==> config.mk <==
export PLATFORM = sky130hd
export DESIGN_NAME = flq_fault_latch
export DESIGN_NICKNAME = d
export VERILOG_FILES = /design/src/flq_pkg.sv /design/src/flq_fault_latch.sv
export VERILOG_INCLUDE_DIRS = /design/src
export SDC_FILE = /design/constraint.sdc
export NUM_CORES = 1
export LEC_CHECK = 0
export CORE_ASPECT_RATIO = 1.5
export CORE_MARGIN = 10
export CORE_UTILIZATION = 30
export DETAILED_ROUTE_END_ITERATION = 8
export DONT_BUFFER_PORTS = 1
export GPL_ROUTABILITY_DRIVEN = 0
export PLACE_DENSITY = 0.41
export SYNTH_ARGS = -nofsm -noshare
export SYNTH_HDL_FRONTEND = slang
export SYNTH_SLANG_ARGS = --single-unit
==> constraint.sdc <==
create_clock -name core_clk -period 24.8 [get_ports core_clk]
set_clock_uncertainty 0.2 [all_clocks]
set_input_delay 1.24 -clock core_clk [delete_from_list [all_inputs] [get_ports core_clk]]
set_output_delay 1.24 -clock core_clk [all_outputs]
set_load 0.03 [all_outputs]
==> src/flq_regs.svh <==
// Register offsets, reset values and timing counts of the fault latch block.
// Assumes a 32-bit APB bus with one aligned word per register.
`ifndef FLQ_REGS_SVH
`define FLQ_REGS_SVH
`define FLQ_CTRL_OFS      12'h000
`define FLQ_STATUS_OFS    12'h004
`define FLQ_ENMASK_OFS    12'h008
`define FLQ_TIMER_OFS     12'h00C
`define FLQ_MARKER_OFS    12'h010
`define FLQ_IRQ_STAT_OFS  12'h014
`define FLQ_IRQ_MASK_OFS  12'h018
`define FLQ_SNAP_STAT_OFS 12'h020
`define FLQ_SNAP_ALRM_OFS 12'h024
`define FLQ_SNAP_AMPS_OFS 12'h028
`define FLQ_SNAP_BUS_OFS  12'h02C
`define FLQ_SNAP_FREQ_OFS 12'h030
`define FLQ_QCODE_OFS     12'h040
`define FLQ_QTIME_OFS     12'h080
`define FLQ_CTRL_CLR_BIT  0
`define FLQ_CTRL_DEF_BIT  1
`define FLQ_CTRL_QCLR_BIT 2
`define FLQ_ENMASK_RST    16'hFFFF
`define FLQ_TICK_PS       64'h00000053D1AC1000
`define FLQ_CLK_PS        64'h0000000000000FA0
`endif

==> src/flq_pkg.sv <==
// Types shared by the fault latch block.
// Assumes flq_regs.svh supplies the numeric constants.
package flq_pkg;
   typedef struct packed {
      logic [15:0] status1;
      logic [15:0] status2;
      logic [15:0] alarm1;
      logic [15:0] alarm2;
      logic [15:0] amps;
      logic [15:0] bus_volts;
      logic [15:0] freq;
   } flq_snap_t;
   typedef struct packed {
      logic        valid;
      logic [15:0] code;
      logic [31:0] stamp;
   } flq_entry_t;
   typedef enum logic [1:0] {
      FLQ_POWERUP = 2'b00,
      FLQ_RUN     = 2'b01,
      FLQ_FAULTED = 2'b11
   } flq_state_t;
endpackage : flq_pkg

==> src/flq_fault_latch.sv <==
// Fault latch, snapshot and newest-first history queue with powered-time stamps.
// Assumes fault sources and drive conditions are synchronous to core_clk,
// the reset input pin is asynchronous, and retention is kept by the always-on domain.
//
// Functional notes
// - A trip sets faulted, kills the power output and starts coast to stop.
// - Trip stays latched until reset; a still present cause trips again.
// - A logged trip code goes into the newest queue slot.
// - One shared snapshot of drive conditions is overwritten at each logged trip.
// - Queue depth is four on the small variant, eight on the large.
// - Only trips taken while not already faulted are logged.
// - Logging shifts entries toward oldest and drops the oldest when full.
// - Each entry holds trip code and powered-time stamp at the trip.
// - Powered-time is a 32-bit wrapping counter, not writable by the user.
// - Each power-up copies the powered-time value into the marker.
// - One time count is about 0.36 s of powered time.
// - Reset input edge, clear write, peripheral, defaults or power cycle clear.
// - Fault reset leaves the history queue untouched.
// - A 16-bit enable mask gates configurable trips; cleared bits hide them.
// - Queue contents are retained across power cycles.
// - Each entry's code is readable; text lookup is up to the peripheral.
`timescale 1ns/1ns
`include "flq_regs.svh"
module flq_fault_latch
   import flq_pkg::*;
#(
   parameter int          DEPTH   = 8,
   parameter longint      TICK_CYC = (`FLQ_TICK_PS) / (`FLQ_CLK_PS),
   parameter logic [15:0] CFG_CODE_BASE = 16'h0100
) (
   // Clock and reset
   input  wire logic        core_clk,
   input  wire logic        reset,
   input  wire logic        power_up,
   // APB slave
   input  wire logic        psel,
   input  wire logic        penable,
   input  wire logic        pwrite,
   input  wire logic [11:0] paddr,
   input  wire logic [31:0] pwdata,
   output logic      [31:0] prdata,
   output logic             pready,
   output logic             pslverr,
   // Fault sources
   input  wire logic        fixed_trip,
   input  wire logic [15:0] fixed_code,
   input  wire logic [15:0] cfg_trip,
   input  wire logic        reset_input,
   input  wire logic        periph_clear,
   // Drive conditions
   input  flq_snap_t        conditions,
   // Drive outputs
   output logic             faulted,
   output logic             output_enable,
   output logic             coast_stop,
   output logic             irq
);
   localparam int QW = (DEPTH > 4) ? 3 : 2;
   localparam longint TICKS = (TICK_CYC < 1) ? 1 : TICK_CYC;

   ////////////////////////////////////////////////////////////////////////////
   // Pin input synchronisers
   logic [2:0] rst_in_sync;
   logic       rst_in_rise;
   always_ff @(posedge core_clk) begin
      if (reset) begin
         rst_in_sync <= 3'h0;
      end else begin
         rst_in_sync <= {rst_in_sync[1:0], reset_input};
      end
   end
   assign rst_in_rise = rst_in_sync[1] & ~rst_in_sync[2];

   a_pin_one_pulse: assert property (@(posedge core_clk) disable iff (reset)
      rst_in_rise |=> !rst_in_rise)
      else $error("pin reset edge longer than one cycle");

   ////////////////////////////////////////////////////////////////////////////
   // Registers written by software
   logic [15:0] enmask;
   logic [1:0]  irq_mask;
   logic        wr_acc;
   logic        rd_acc;
   logic        sw_clear;
   logic        sw_defaults;
   logic        sw_qclear;
   assign wr_acc = psel & penable & pwrite;
   assign rd_acc = psel & penable & ~pwrite;
   assign sw_clear    = wr_acc && paddr == `FLQ_CTRL_OFS && pwdata[`FLQ_CTRL_CLR_BIT];
   assign sw_defaults = wr_acc && paddr == `FLQ_CTRL_OFS && pwdata[`FLQ_CTRL_DEF_BIT];
   assign sw_qclear   = wr_acc && paddr == `FLQ_CTRL_OFS && pwdata[`FLQ_CTRL_QCLR_BIT];

   always_ff @(posedge core_clk) begin
      if (reset) begin
         enmask   <= `FLQ_ENMASK_RST;
         irq_mask <= 2'h0;
      end else if (sw_defaults) begin
         enmask   <= `FLQ_ENMASK_RST;
      end else if (wr_acc && paddr == `FLQ_ENMASK_OFS) begin
         enmask   <= pwdata[15:0];
      end else if (wr_acc && paddr == `FLQ_IRQ_MASK_OFS) begin
         irq_mask <= pwdata[1:0];
      end
   end

   a_defaults_mask: assert property (@(posedge core_clk) disable iff (reset)
      sw_defaults |=> enmask == `FLQ_ENMASK_RST)
      else $error("defaults did not restore the enable mask");

   a_mask_write: assert property (@(posedge core_clk) disable iff (reset)
      wr_acc && paddr == `FLQ_ENMASK_OFS |=> enmask == $past(pwdata[15:0]))
      else $error("enable mask write lost");

   ////////////////////////////////////////////////////////////////////////////
   // Powered-time counter and power-up marker
   // Retained count: neither reset nor power_up clears it, the initial value
   // stands for the stored count; only the prescaler restarts on reset
   logic [31:0] ptime = 32'h0;
   logic [31:0] marker;
   logic [63:0] tick_cnt;
   always_ff @(posedge core_clk) begin
      if (reset) begin
         tick_cnt <= 64'h0;
      end else if (tick_cnt >= 64'(TICKS - 1)) begin
         tick_cnt <= 64'h0;
         ptime    <= ptime + 32'h1;
      end else begin
         tick_cnt <= tick_cnt + 64'h1;
      end
   end
   always_ff @(posedge core_clk) begin
      if (power_up) begin
         marker <= ptime;
      end
   end

   a_time_step: assert property (@(posedge core_clk) disable iff (reset)
      tick_cnt >= 64'(TICKS - 1) |=> ptime == $past(ptime) + 32'h1)
      else $error("powered time did not advance");

   a_time_hold: assert property (@(posedge core_clk) disable iff (reset)
      tick_cnt < 64'(TICKS - 1) |=> ptime == $past(ptime))
      else $error("powered time moved between counts");

   a_marker_copy: assert property (@(posedge core_clk) disable iff (reset)
      power_up |=> marker == $past(ptime))
      else $error("marker not copied at power-up");

   ////////////////////////////////////////////////////////////////////////////
   // Trip detection and latch
   logic [15:0] cfg_hit;
   logic        trip_now;
   logic [15:0] trip_code;
   logic        fault_reset;
   flq_state_t  state;
   logic        log_now;
   assign cfg_hit = cfg_trip & enmask;
   assign trip_now = fixed_trip | (|cfg_hit);
   assign fault_reset = rst_in_rise | sw_clear | periph_clear | sw_defaults | power_up;
   always_comb begin
      trip_code = fixed_code;
      if (!fixed_trip) begin
         for (int i = 15; i >= 0; i--) begin
            if (cfg_hit[i]) begin
               trip_code = CFG_CODE_BASE + 16'(i);
            end
         end
      end
   end
   assign log_now = trip_now && state == FLQ_RUN;

   always_ff @(posedge core_clk) begin
      if (reset) begin
         state <= FLQ_POWERUP;
      end else begin
         case (state)
            FLQ_POWERUP: state <= FLQ_RUN;
            FLQ_RUN: begin
               if (trip_now) begin
                  state <= FLQ_FAULTED;
               end
            end
            FLQ_FAULTED: begin
               if (fault_reset) begin
                  state <= FLQ_RUN;
               end
            end
            default: state <= FLQ_POWERUP;
         endcase
      end
   end

   always_ff @(posedge core_clk) begin
      if (reset) begin
         faulted       <= 1'b0;
         output_enable <= 1'b0;
         coast_stop    <= 1'b1;
      end else begin
         faulted       <= (state == FLQ_FAULTED) | log_now;
         output_enable <= (state == FLQ_RUN) & ~trip_now;
         coast_stop    <= (state != FLQ_RUN) | trip_now;
      end
   end

   a_trip_disables: assert property (@(posedge core_clk) disable iff (reset)
      state == FLQ_RUN && trip_now |=> !output_enable && coast_stop && faulted)
      else $error("trip did not disable output");

   a_latch_holds: assert property (@(posedge core_clk) disable iff (reset)
      state == FLQ_FAULTED && !fault_reset |=> state == FLQ_FAULTED)
      else $error("fault latch dropped without reset");

   a_mask_gate: assert property (@(posedge core_clk) disable iff (reset)
      state == FLQ_RUN && !fixed_trip && (cfg_trip & enmask) == 16'h0 |=> !faulted)
      else $error("masked trip took effect");

   a_faulted_off: assert property (@(posedge core_clk) disable iff (reset)
      faulted |-> !output_enable && coast_stop)
      else $error("output live while faulted");

   a_oe_run: assert property (@(posedge core_clk) disable iff (reset)
      state == FLQ_RUN && !trip_now |=> output_enable && !faulted)
      else $error("output not restored after fault reset");

   ////////////////////////////////////////////////////////////////////////////
   // Snapshot and history queue, held in retained storage
   flq_snap_t  snap;
   flq_entry_t queue [DEPTH];
   always_ff @(posedge core_clk) begin
      if (log_now) begin
         snap <= conditions;
      end
   end
   // Retained through reset and power cycles; only the queue clear empties it
   for (genvar g = 0; g < DEPTH; g++) begin : g_slot
      always_ff @(posedge core_clk) begin
         if (log_now) begin
            if (g == 0) begin
               queue[g] <= '{valid: 1'b1, code: trip_code, stamp: ptime};
            end else begin
               queue[g] <= queue[g-1];
            end
         end else if (sw_qclear) begin
            queue[g] <= '0;
         end
      end
   end

   a_snap_take: assert property (@(posedge core_clk) disable iff (reset)
      log_now |=> snap == $past(conditions))
      else $error("snapshot not captured");

   a_newest_code: assert property (@(posedge core_clk) disable iff (reset)
      log_now |=> queue[0].code == $past(trip_code) && queue[0].valid)
      else $error("newest slot missing trip code");

   a_fixed_wins: assert property (@(posedge core_clk) disable iff (reset)
      state == FLQ_RUN && fixed_trip |=> queue[0].code == $past(fixed_code))
      else $error("fixed trip code not logged first");

   a_stamp_taken: assert property (@(posedge core_clk) disable iff (reset)
      log_now |=> queue[0].stamp == $past(ptime))
      else $error("stamp not taken");

   a_shift_old: assert property (@(posedge core_clk) disable iff (reset)
      log_now |=> queue[1] == $past(queue[0]))
      else $error("queue did not shift");

   a_shift_last: assert property (@(posedge core_clk) disable iff (reset)
      log_now |=> queue[DEPTH-1] == $past(queue[DEPTH-2]))
      else $error("oldest slot did not shift");

   // While latched the queue may only change by an explicit clear
   a_no_relog: assert property (@(posedge core_clk) disable iff (reset)
      state == FLQ_FAULTED && !sw_qclear |=> queue[0] == $past(queue[0]))
      else $error("trip logged while faulted");

   a_qclear_empty: assert property (@(posedge core_clk) disable iff (reset)
      sw_qclear && !log_now |=> !queue[0].valid && !queue[DEPTH-1].valid)
      else $error("queue clear left entries");

   a_reset_keeps_q: assert property (@(posedge core_clk) disable iff (reset)
      fault_reset && !log_now && !sw_qclear |=> queue[0] == $past(queue[0]))
      else $error("fault reset touched queue");

   a_q_readonly: assert property (@(posedge core_clk) disable iff (reset)
      wr_acc && paddr == `FLQ_QCODE_OFS && !log_now |=> queue[0] == $past(queue[0]))
      else $error("queue entry written by software");

   ////////////////////////////////////////////////////////////////////////////
   // Interrupt status: bit0 trip logged, bit1 trip logged into a full queue
   logic [1:0] irq_stat;
   logic [1:0] irq_set;
   logic       stat_read;
   logic [1:0] stat_keep;
   assign irq_set = {log_now & queue[DEPTH-1].valid, log_now};
   assign stat_read = rd_acc && paddr == `FLQ_IRQ_STAT_OFS;
   // A read clears only the bits it reported, so an event landing between
   // setup and access is not lost; prdata holds the reported word here
   assign stat_keep = stat_read ? (irq_stat & ~prdata[1:0]) : irq_stat;
   always_ff @(posedge core_clk) begin
      if (reset) begin
         irq_stat <= 2'h0;
         irq      <= 1'b0;
      end else begin
         irq_stat <= stat_keep | irq_set;
         irq      <= |((stat_keep | irq_set) & irq_mask);
      end
   end

   a_stat_sticky: assert property (@(posedge core_clk) disable iff (reset)
      irq_set[0] |=> irq_stat[0])
      else $error("logged trip not flagged");

   ////////////////////////////////////////////////////////////////////////////
   // APB read path, one wait-free access phase
   logic [31:0] next_prdata;
   logic        next_err;
   logic [QW-1:0] qidx;
   always_comb begin
      next_prdata = 32'h0;
      next_err    = 1'b0;
      qidx        = paddr[QW+1:2];
      case (paddr)
         `FLQ_CTRL_OFS:      next_prdata = 32'h0;
         `FLQ_STATUS_OFS:    next_prdata = {30'h0, output_enable, faulted};
         `FLQ_ENMASK_OFS:    next_prdata = {16'h0, enmask};
         `FLQ_TIMER_OFS:     next_prdata = ptime;
         `FLQ_MARKER_OFS:    next_prdata = marker;
         `FLQ_IRQ_STAT_OFS:  next_prdata = {30'h0, irq_stat};
         `FLQ_IRQ_MASK_OFS:  next_prdata = {30'h0, irq_mask};
         `FLQ_SNAP_STAT_OFS: next_prdata = {snap.status2, snap.status1};
         `FLQ_SNAP_ALRM_OFS: next_prdata = {snap.alarm2, snap.alarm1};
         `FLQ_SNAP_AMPS_OFS: next_prdata = {16'h0, snap.amps};
         `FLQ_SNAP_BUS_OFS:  next_prdata = {16'h0, snap.bus_volts};
         `FLQ_SNAP_FREQ_OFS: next_prdata = {16'h0, snap.freq};
         default: begin
            if (paddr >= `FLQ_QCODE_OFS && paddr < `FLQ_QCODE_OFS + 12'(4 * DEPTH)) begin
               next_prdata = {15'h0, queue[qidx].valid, queue[qidx].code};
               next_err    = pwrite;
            end else if (paddr >= `FLQ_QTIME_OFS
                         && paddr < `FLQ_QTIME_OFS + 12'(4 * DEPTH)) begin
               next_prdata = queue[qidx].stamp;
               next_err    = pwrite;
            end else begin
               next_err    = 1'b1;
            end
         end
      endcase
   end
   // Ready is registered so the access phase is exactly one cycle long
   always_ff @(posedge core_clk) begin
      if (reset) begin
         pready  <= 1'b0;
         prdata  <= 32'h0;
         pslverr <= 1'b0;
      end else begin
         pready  <= psel & ~penable;
         prdata  <= pwrite ? 32'h0 : next_prdata;
         pslverr <= psel & ~penable & next_err;
      end
   end

endmodule : flq_fault_latch

# [After elaboration in Yosys (flattened, before gate mapping)]
# Memories as Yosys holds them, arrays and structs flattened.
# Index checks and enable logic that the tools add are counted.
[word_totals] register_bits=303 inputBits=197 n_memories=1 out_inout_bits=38 ramBits=392 word_cells=142
[op_classes] n_lt_le_gt_ge=5 n_reduce_logical=21 n_eq_ne=16 n_bitwise=35 n_addsub=2 n_mux=40
[mem_list] name="queue" depth=8 word_bits=49 read_ports=9 rd_clocked_by_memory_dff=0 wr=8 line="flq_fault_latch.sv:228" source="flq_entry_t queue [DEPTH];"
[ops] op="$mux 49" n=8
[ops] op="$pmux 32 s12" n=1
[ops] op="$mux 16" n=17
[ops] op="$add 64x1->64 const B" n=1
[ops] op="$ge 64x27->1 const B" n=1
[ops] op="$mux 32" n=2
[ops] op="$eq 12x6->1 const B" n=5
[ops] op="$eq 12x5->1 const B" n=3
[ops] op="$add 32x1->32 const B" n=1
[ops] op="$eq 12x4->1 const B" n=2
[ops] op="$and 16x16->16" n=1
[ops] op="$reduce_or 16->1" n=1
[ops] op="$or 1x1->1" n=15
[ops] op="$eq 12x3->1 const B" n=1
[ops] op="$ge 12x7->1 const B" n=1
[ops] op="$ge 12x8->1 const B" n=1
[ops] op="$logic_not 12->1" n=1
[ops] op="$lt 12x7->1 const B" n=1
[ops] op="$lt 12x8->1 const B" n=1
[ops] op="$reduce_or 12->1" n=1
[ops] op="$logic_and 1x1->1" n=10
[ops] op="$and 1x1->1" n=8
[ops] op="$mux 1" n=8
[ops] op="$reduce_or 2->1" n=4
[ops] op="other kinds (13)" n=24

# [Longest topological paths before layout]
[depth] depth_word=19 mapped_depth=10 ltp_nobuf=8

# [Worst setup path after synthesis]
# No wires, ideal clock.
[synth_path] path_type="input to register" start="in paddr[3]" end="mem queue[0][0] in the netlist's numbering, enable pin" slack_ps=14603 arrival_time_ps=9304 cell_stages=7 required_ps=23907 cell_sequence="buf_2 or4_1 nor3_2 and3_1 nor2_1 buf_2 inv_1"
[synth_rtl] item="start: declaration" line="flq_fault_latch.sv:39" source="input wire logic [11:0] paddr,"
[synth_rtl] item="end: declaration" line="flq_fault_latch.sv:228"

==> reports/results.txt <==
Status: complete, no violations
Minimum clock period: 5.94 ns
Routed wl met2: 37.9 mm
Max-cap violations: 0
Drt first pass iters: 6
R2R Path End: queue[6][45]$_SDFFCE_PP0P_
Delay-heaviest family, CP: buffers and inverters
Crit path required time: 24.85 ns
Final #Nets: 2197
Die Ht: 402 um
Worst R2R Setup Slack: 19.22 ns
Most area-consuming cells after synthesis: edfxtp_1 (53%), dfxtp_1 (12%), mux4_2 (7.7%)
Max Used Layer: met4
Dpl cells: 3199
Post-synth EDFFs: 519
CTS tree: yes
Yosys top cell area share: 53.5%
Fin. max-slew vios: 0
Met3 WL post-DR: 5.03 mm
GRT overflow: 0
Fin crit share: 24.0%
Synth area leader: edfxtp_1
Final Non-Filler Cells: 3339
CP Max Fanout: 126
Ys flop type: edfxtp_1
Post-DRT Antenna Nets: 0
Area grow syn2layout: 12.6%
Syn_area_per_cell: 14.7 um2
#FFs+latches synth: 695
Worst hold path class: flip-flop to flip-flop
Worst path max stage delay: 0.98 ns
Vias in the first global route: 17583
Core area: 96900 um2
DRC: 0
First-pass GRT wire length: 118 mm
RSZ-0062 raised after global routing: false
Critical Path Start: paddr[2]
Total CTS buffers: 75
Max-slew headroom: 25.0%
Wl on met1: 34.6 mm
Asr flop ratio synth: 0%
Largest net degree at the start of global routing: 156
Maximum clock rate: 168 MHz
Setup Fix Bufs, Post-CTS: 0
CP Buf/Inv Count: 4
Die ar.: 110000 um2
CP startpoint kind: primary input
Worst R2R Path Depth: 10
Gr usage total: 14.2%
Layout cells sized above 1: 15.1%
Cell Pwr Density: 81.3 nW/um2
Die span in x: 275 um
Vias post-DR: 16869
Synth unique cells: 66
Port Buf Inserts: 0
Peak supply drop: 0.0000624 V
Post-synthesis sequential area ratio: 65.5%
Hold Slack: 0.249 ns
Clk buf depth: 3
CP most frequent cell: buf_4
Clock tree root buffer cell: clkbuf_16
Clock transition at path regs: 0.06 ns
Final Setup Violations: 0
Synth Cell Area: 29200 um2
Critical Path End Type: flip-flop
Dpl hpwl: 49.6 mm
End of the critical path: queue[6][45]$_SDFFCE_PP0P_
IO Pins: 235
WL/cell: 23.7 um
H-tree depth: 3
Slowest-stage cell, CP: buf_4
Vias per cell: 5.05
Setup TNS Final: 0 ns
Number of cells on the critical path: 8
Initial Util: 30.1%
Row count: 140
Final Power: 2.67 mW
Final-report hold violation count: 0
Iter 0 DRT Violations: 1271
Syn Inst Count: 1989
Most frequent cell after synthesis: edfxtp_1
Leakage power: 10.9 nW
Skew-Pair Late Insertion Delay: 0.65 ns
Synth cell count leaders: edfxtp_1 (519), and2_1 (338), dfxtp_1 (176), mux4_2 (100), nand2_1 (83)
Crit Path Class: primary input to flip-flop
Sink Count: 695
Worst R2R Start: enmask[15]$_SDFFE_PP1P_
CTS Hold Bufs: 0
Utilization after layout: 33.9%
Number of antenna violations at the first check in global routing: 5
Yosys warns: 0
Slew @ Worst Pin: 1.12 ns
Final wirelength: 79.2 mm
WP data arrival: 5.99 ns
CP cell instances: or4_1 -> nor3_2 -> and3_1 -> nor2_4 -> buf_4 -> inv_8 -> buf_4 -> buf_4
Post_cts resized: 0
state kept, by name, indices dropped and copies added (netlist names), 3 cells and up:
register	count
enmask	16
marker	32
prdata	32
ptime	32
queue	392
rst_in_sync	3
snap	112
tick_cnt	64
worst reg2reg max path: stages, from the launching register on:
cell,delay [ns]
dfxtp_1,0.51
a22o_1,0.27
nor4_2,0.08
nand3_1,0.21
nand2_1,0.20
inv_6,0.51
nor2_4,0.08
buf_4,0.44
inv_8,0.78
buf_4,0.85
buf_4,0.99
routing by layer:
metal,vias up,track usage (%)
li1,7534,-
met2,473,22.8
met3,95,3.89
met5,-,0
met4,0,4.23
met1,8767,18.4
placed cells by master (no fill, tap or decap), drive strengths merged, types with 29 or more instances in the layout:
master and n:
and2 338, nor2 61, edfxtp 519, xnor2 29, dfxtp 176, mux2i 39
clkbuf 103, mux4 100, nand2 83, a21oi 53, nor3 51, a22o 72
conb 37, nand3 50, mux2 44
where the power goes:
part	internal, mW	leakage [nW]	switching [mW]
sequential	1.35	6.44	0.0449
clock	0.625	1.20	0.480
combinational	0.0866	3.30	0.0780
metrics by stage:
| step | setup WS, ns | area, um2 |
|---|---|---|
| 2_1_floorplan | 14.60 | 29300 |
| 3_3_place_gp | 18.43 | 30400 |
| 3_5_place_dp | 18.33 | 30400 |
| 4_1_cts | 18.99 | 32800 |
| 5_1_grt | 18.65 | 32800 |
| 6_report | 18.86 | 32800 |
cell type report:
cell class / instances / area [um2]
Clock buffer: 103 / 2170
Sequential cell: 695 / 19100
Fill cell: 9381 / 64000
Timing Repair Buffer: 22 / 165
Antenna cell: 4 / 10.0
Clock inverter: 33 / 236
Inverter: 15 / 73.8
Multi-Input combinational cell: 1189 / 9470
Tap cell: 1278 / 1600
worst min-delay path by stage:
stage,startpoint,to,depth (start not counted)
floorplan,rst_in_sync[0]$_SDFF_PP0_,rst_in_sync[1]$_SDFF_PP0_,1
global placement,rst_in_sync[0]$_SDFF_PP0_,rst_in_sync[1]$_SDFF_PP0_,1
detailed placement,rst_in_sync[0]$_SDFF_PP0_,rst_in_sync[1]$_SDFF_PP0_,1
CTS,rst_in_sync[0]$_SDFF_PP0_,rst_in_sync[1]$_SDFF_PP0_,1
global route,rst_in_sync[0]$_SDFF_PP0_,rst_in_sync[1]$_SDFF_PP0_,1
finish,rst_in_sync[0]$_SDFF_PP0_,rst_in_sync[1]$_SDFF_PP0_,1
kinds of logic (layout without fill, tap and decap cells):
kind of cell             after synthesis  in the layout  synth area share [%]
AO/OA/AOI/OAI                        231            231                  5.88
adder cells (fa/ha/maj)                3              3                 0.120
multiplexers                         183            183                  10.8
buffers and inverters                141            173                  2.67
other                                  1             41                0.0129
flip-flops                           695            695                  65.5
AND/OR/NAND/NOR                      680            680                  13.4
XOR/XNOR                              55             55                  1.65
No activity file was read; power rests on OpenSTA's default activity.
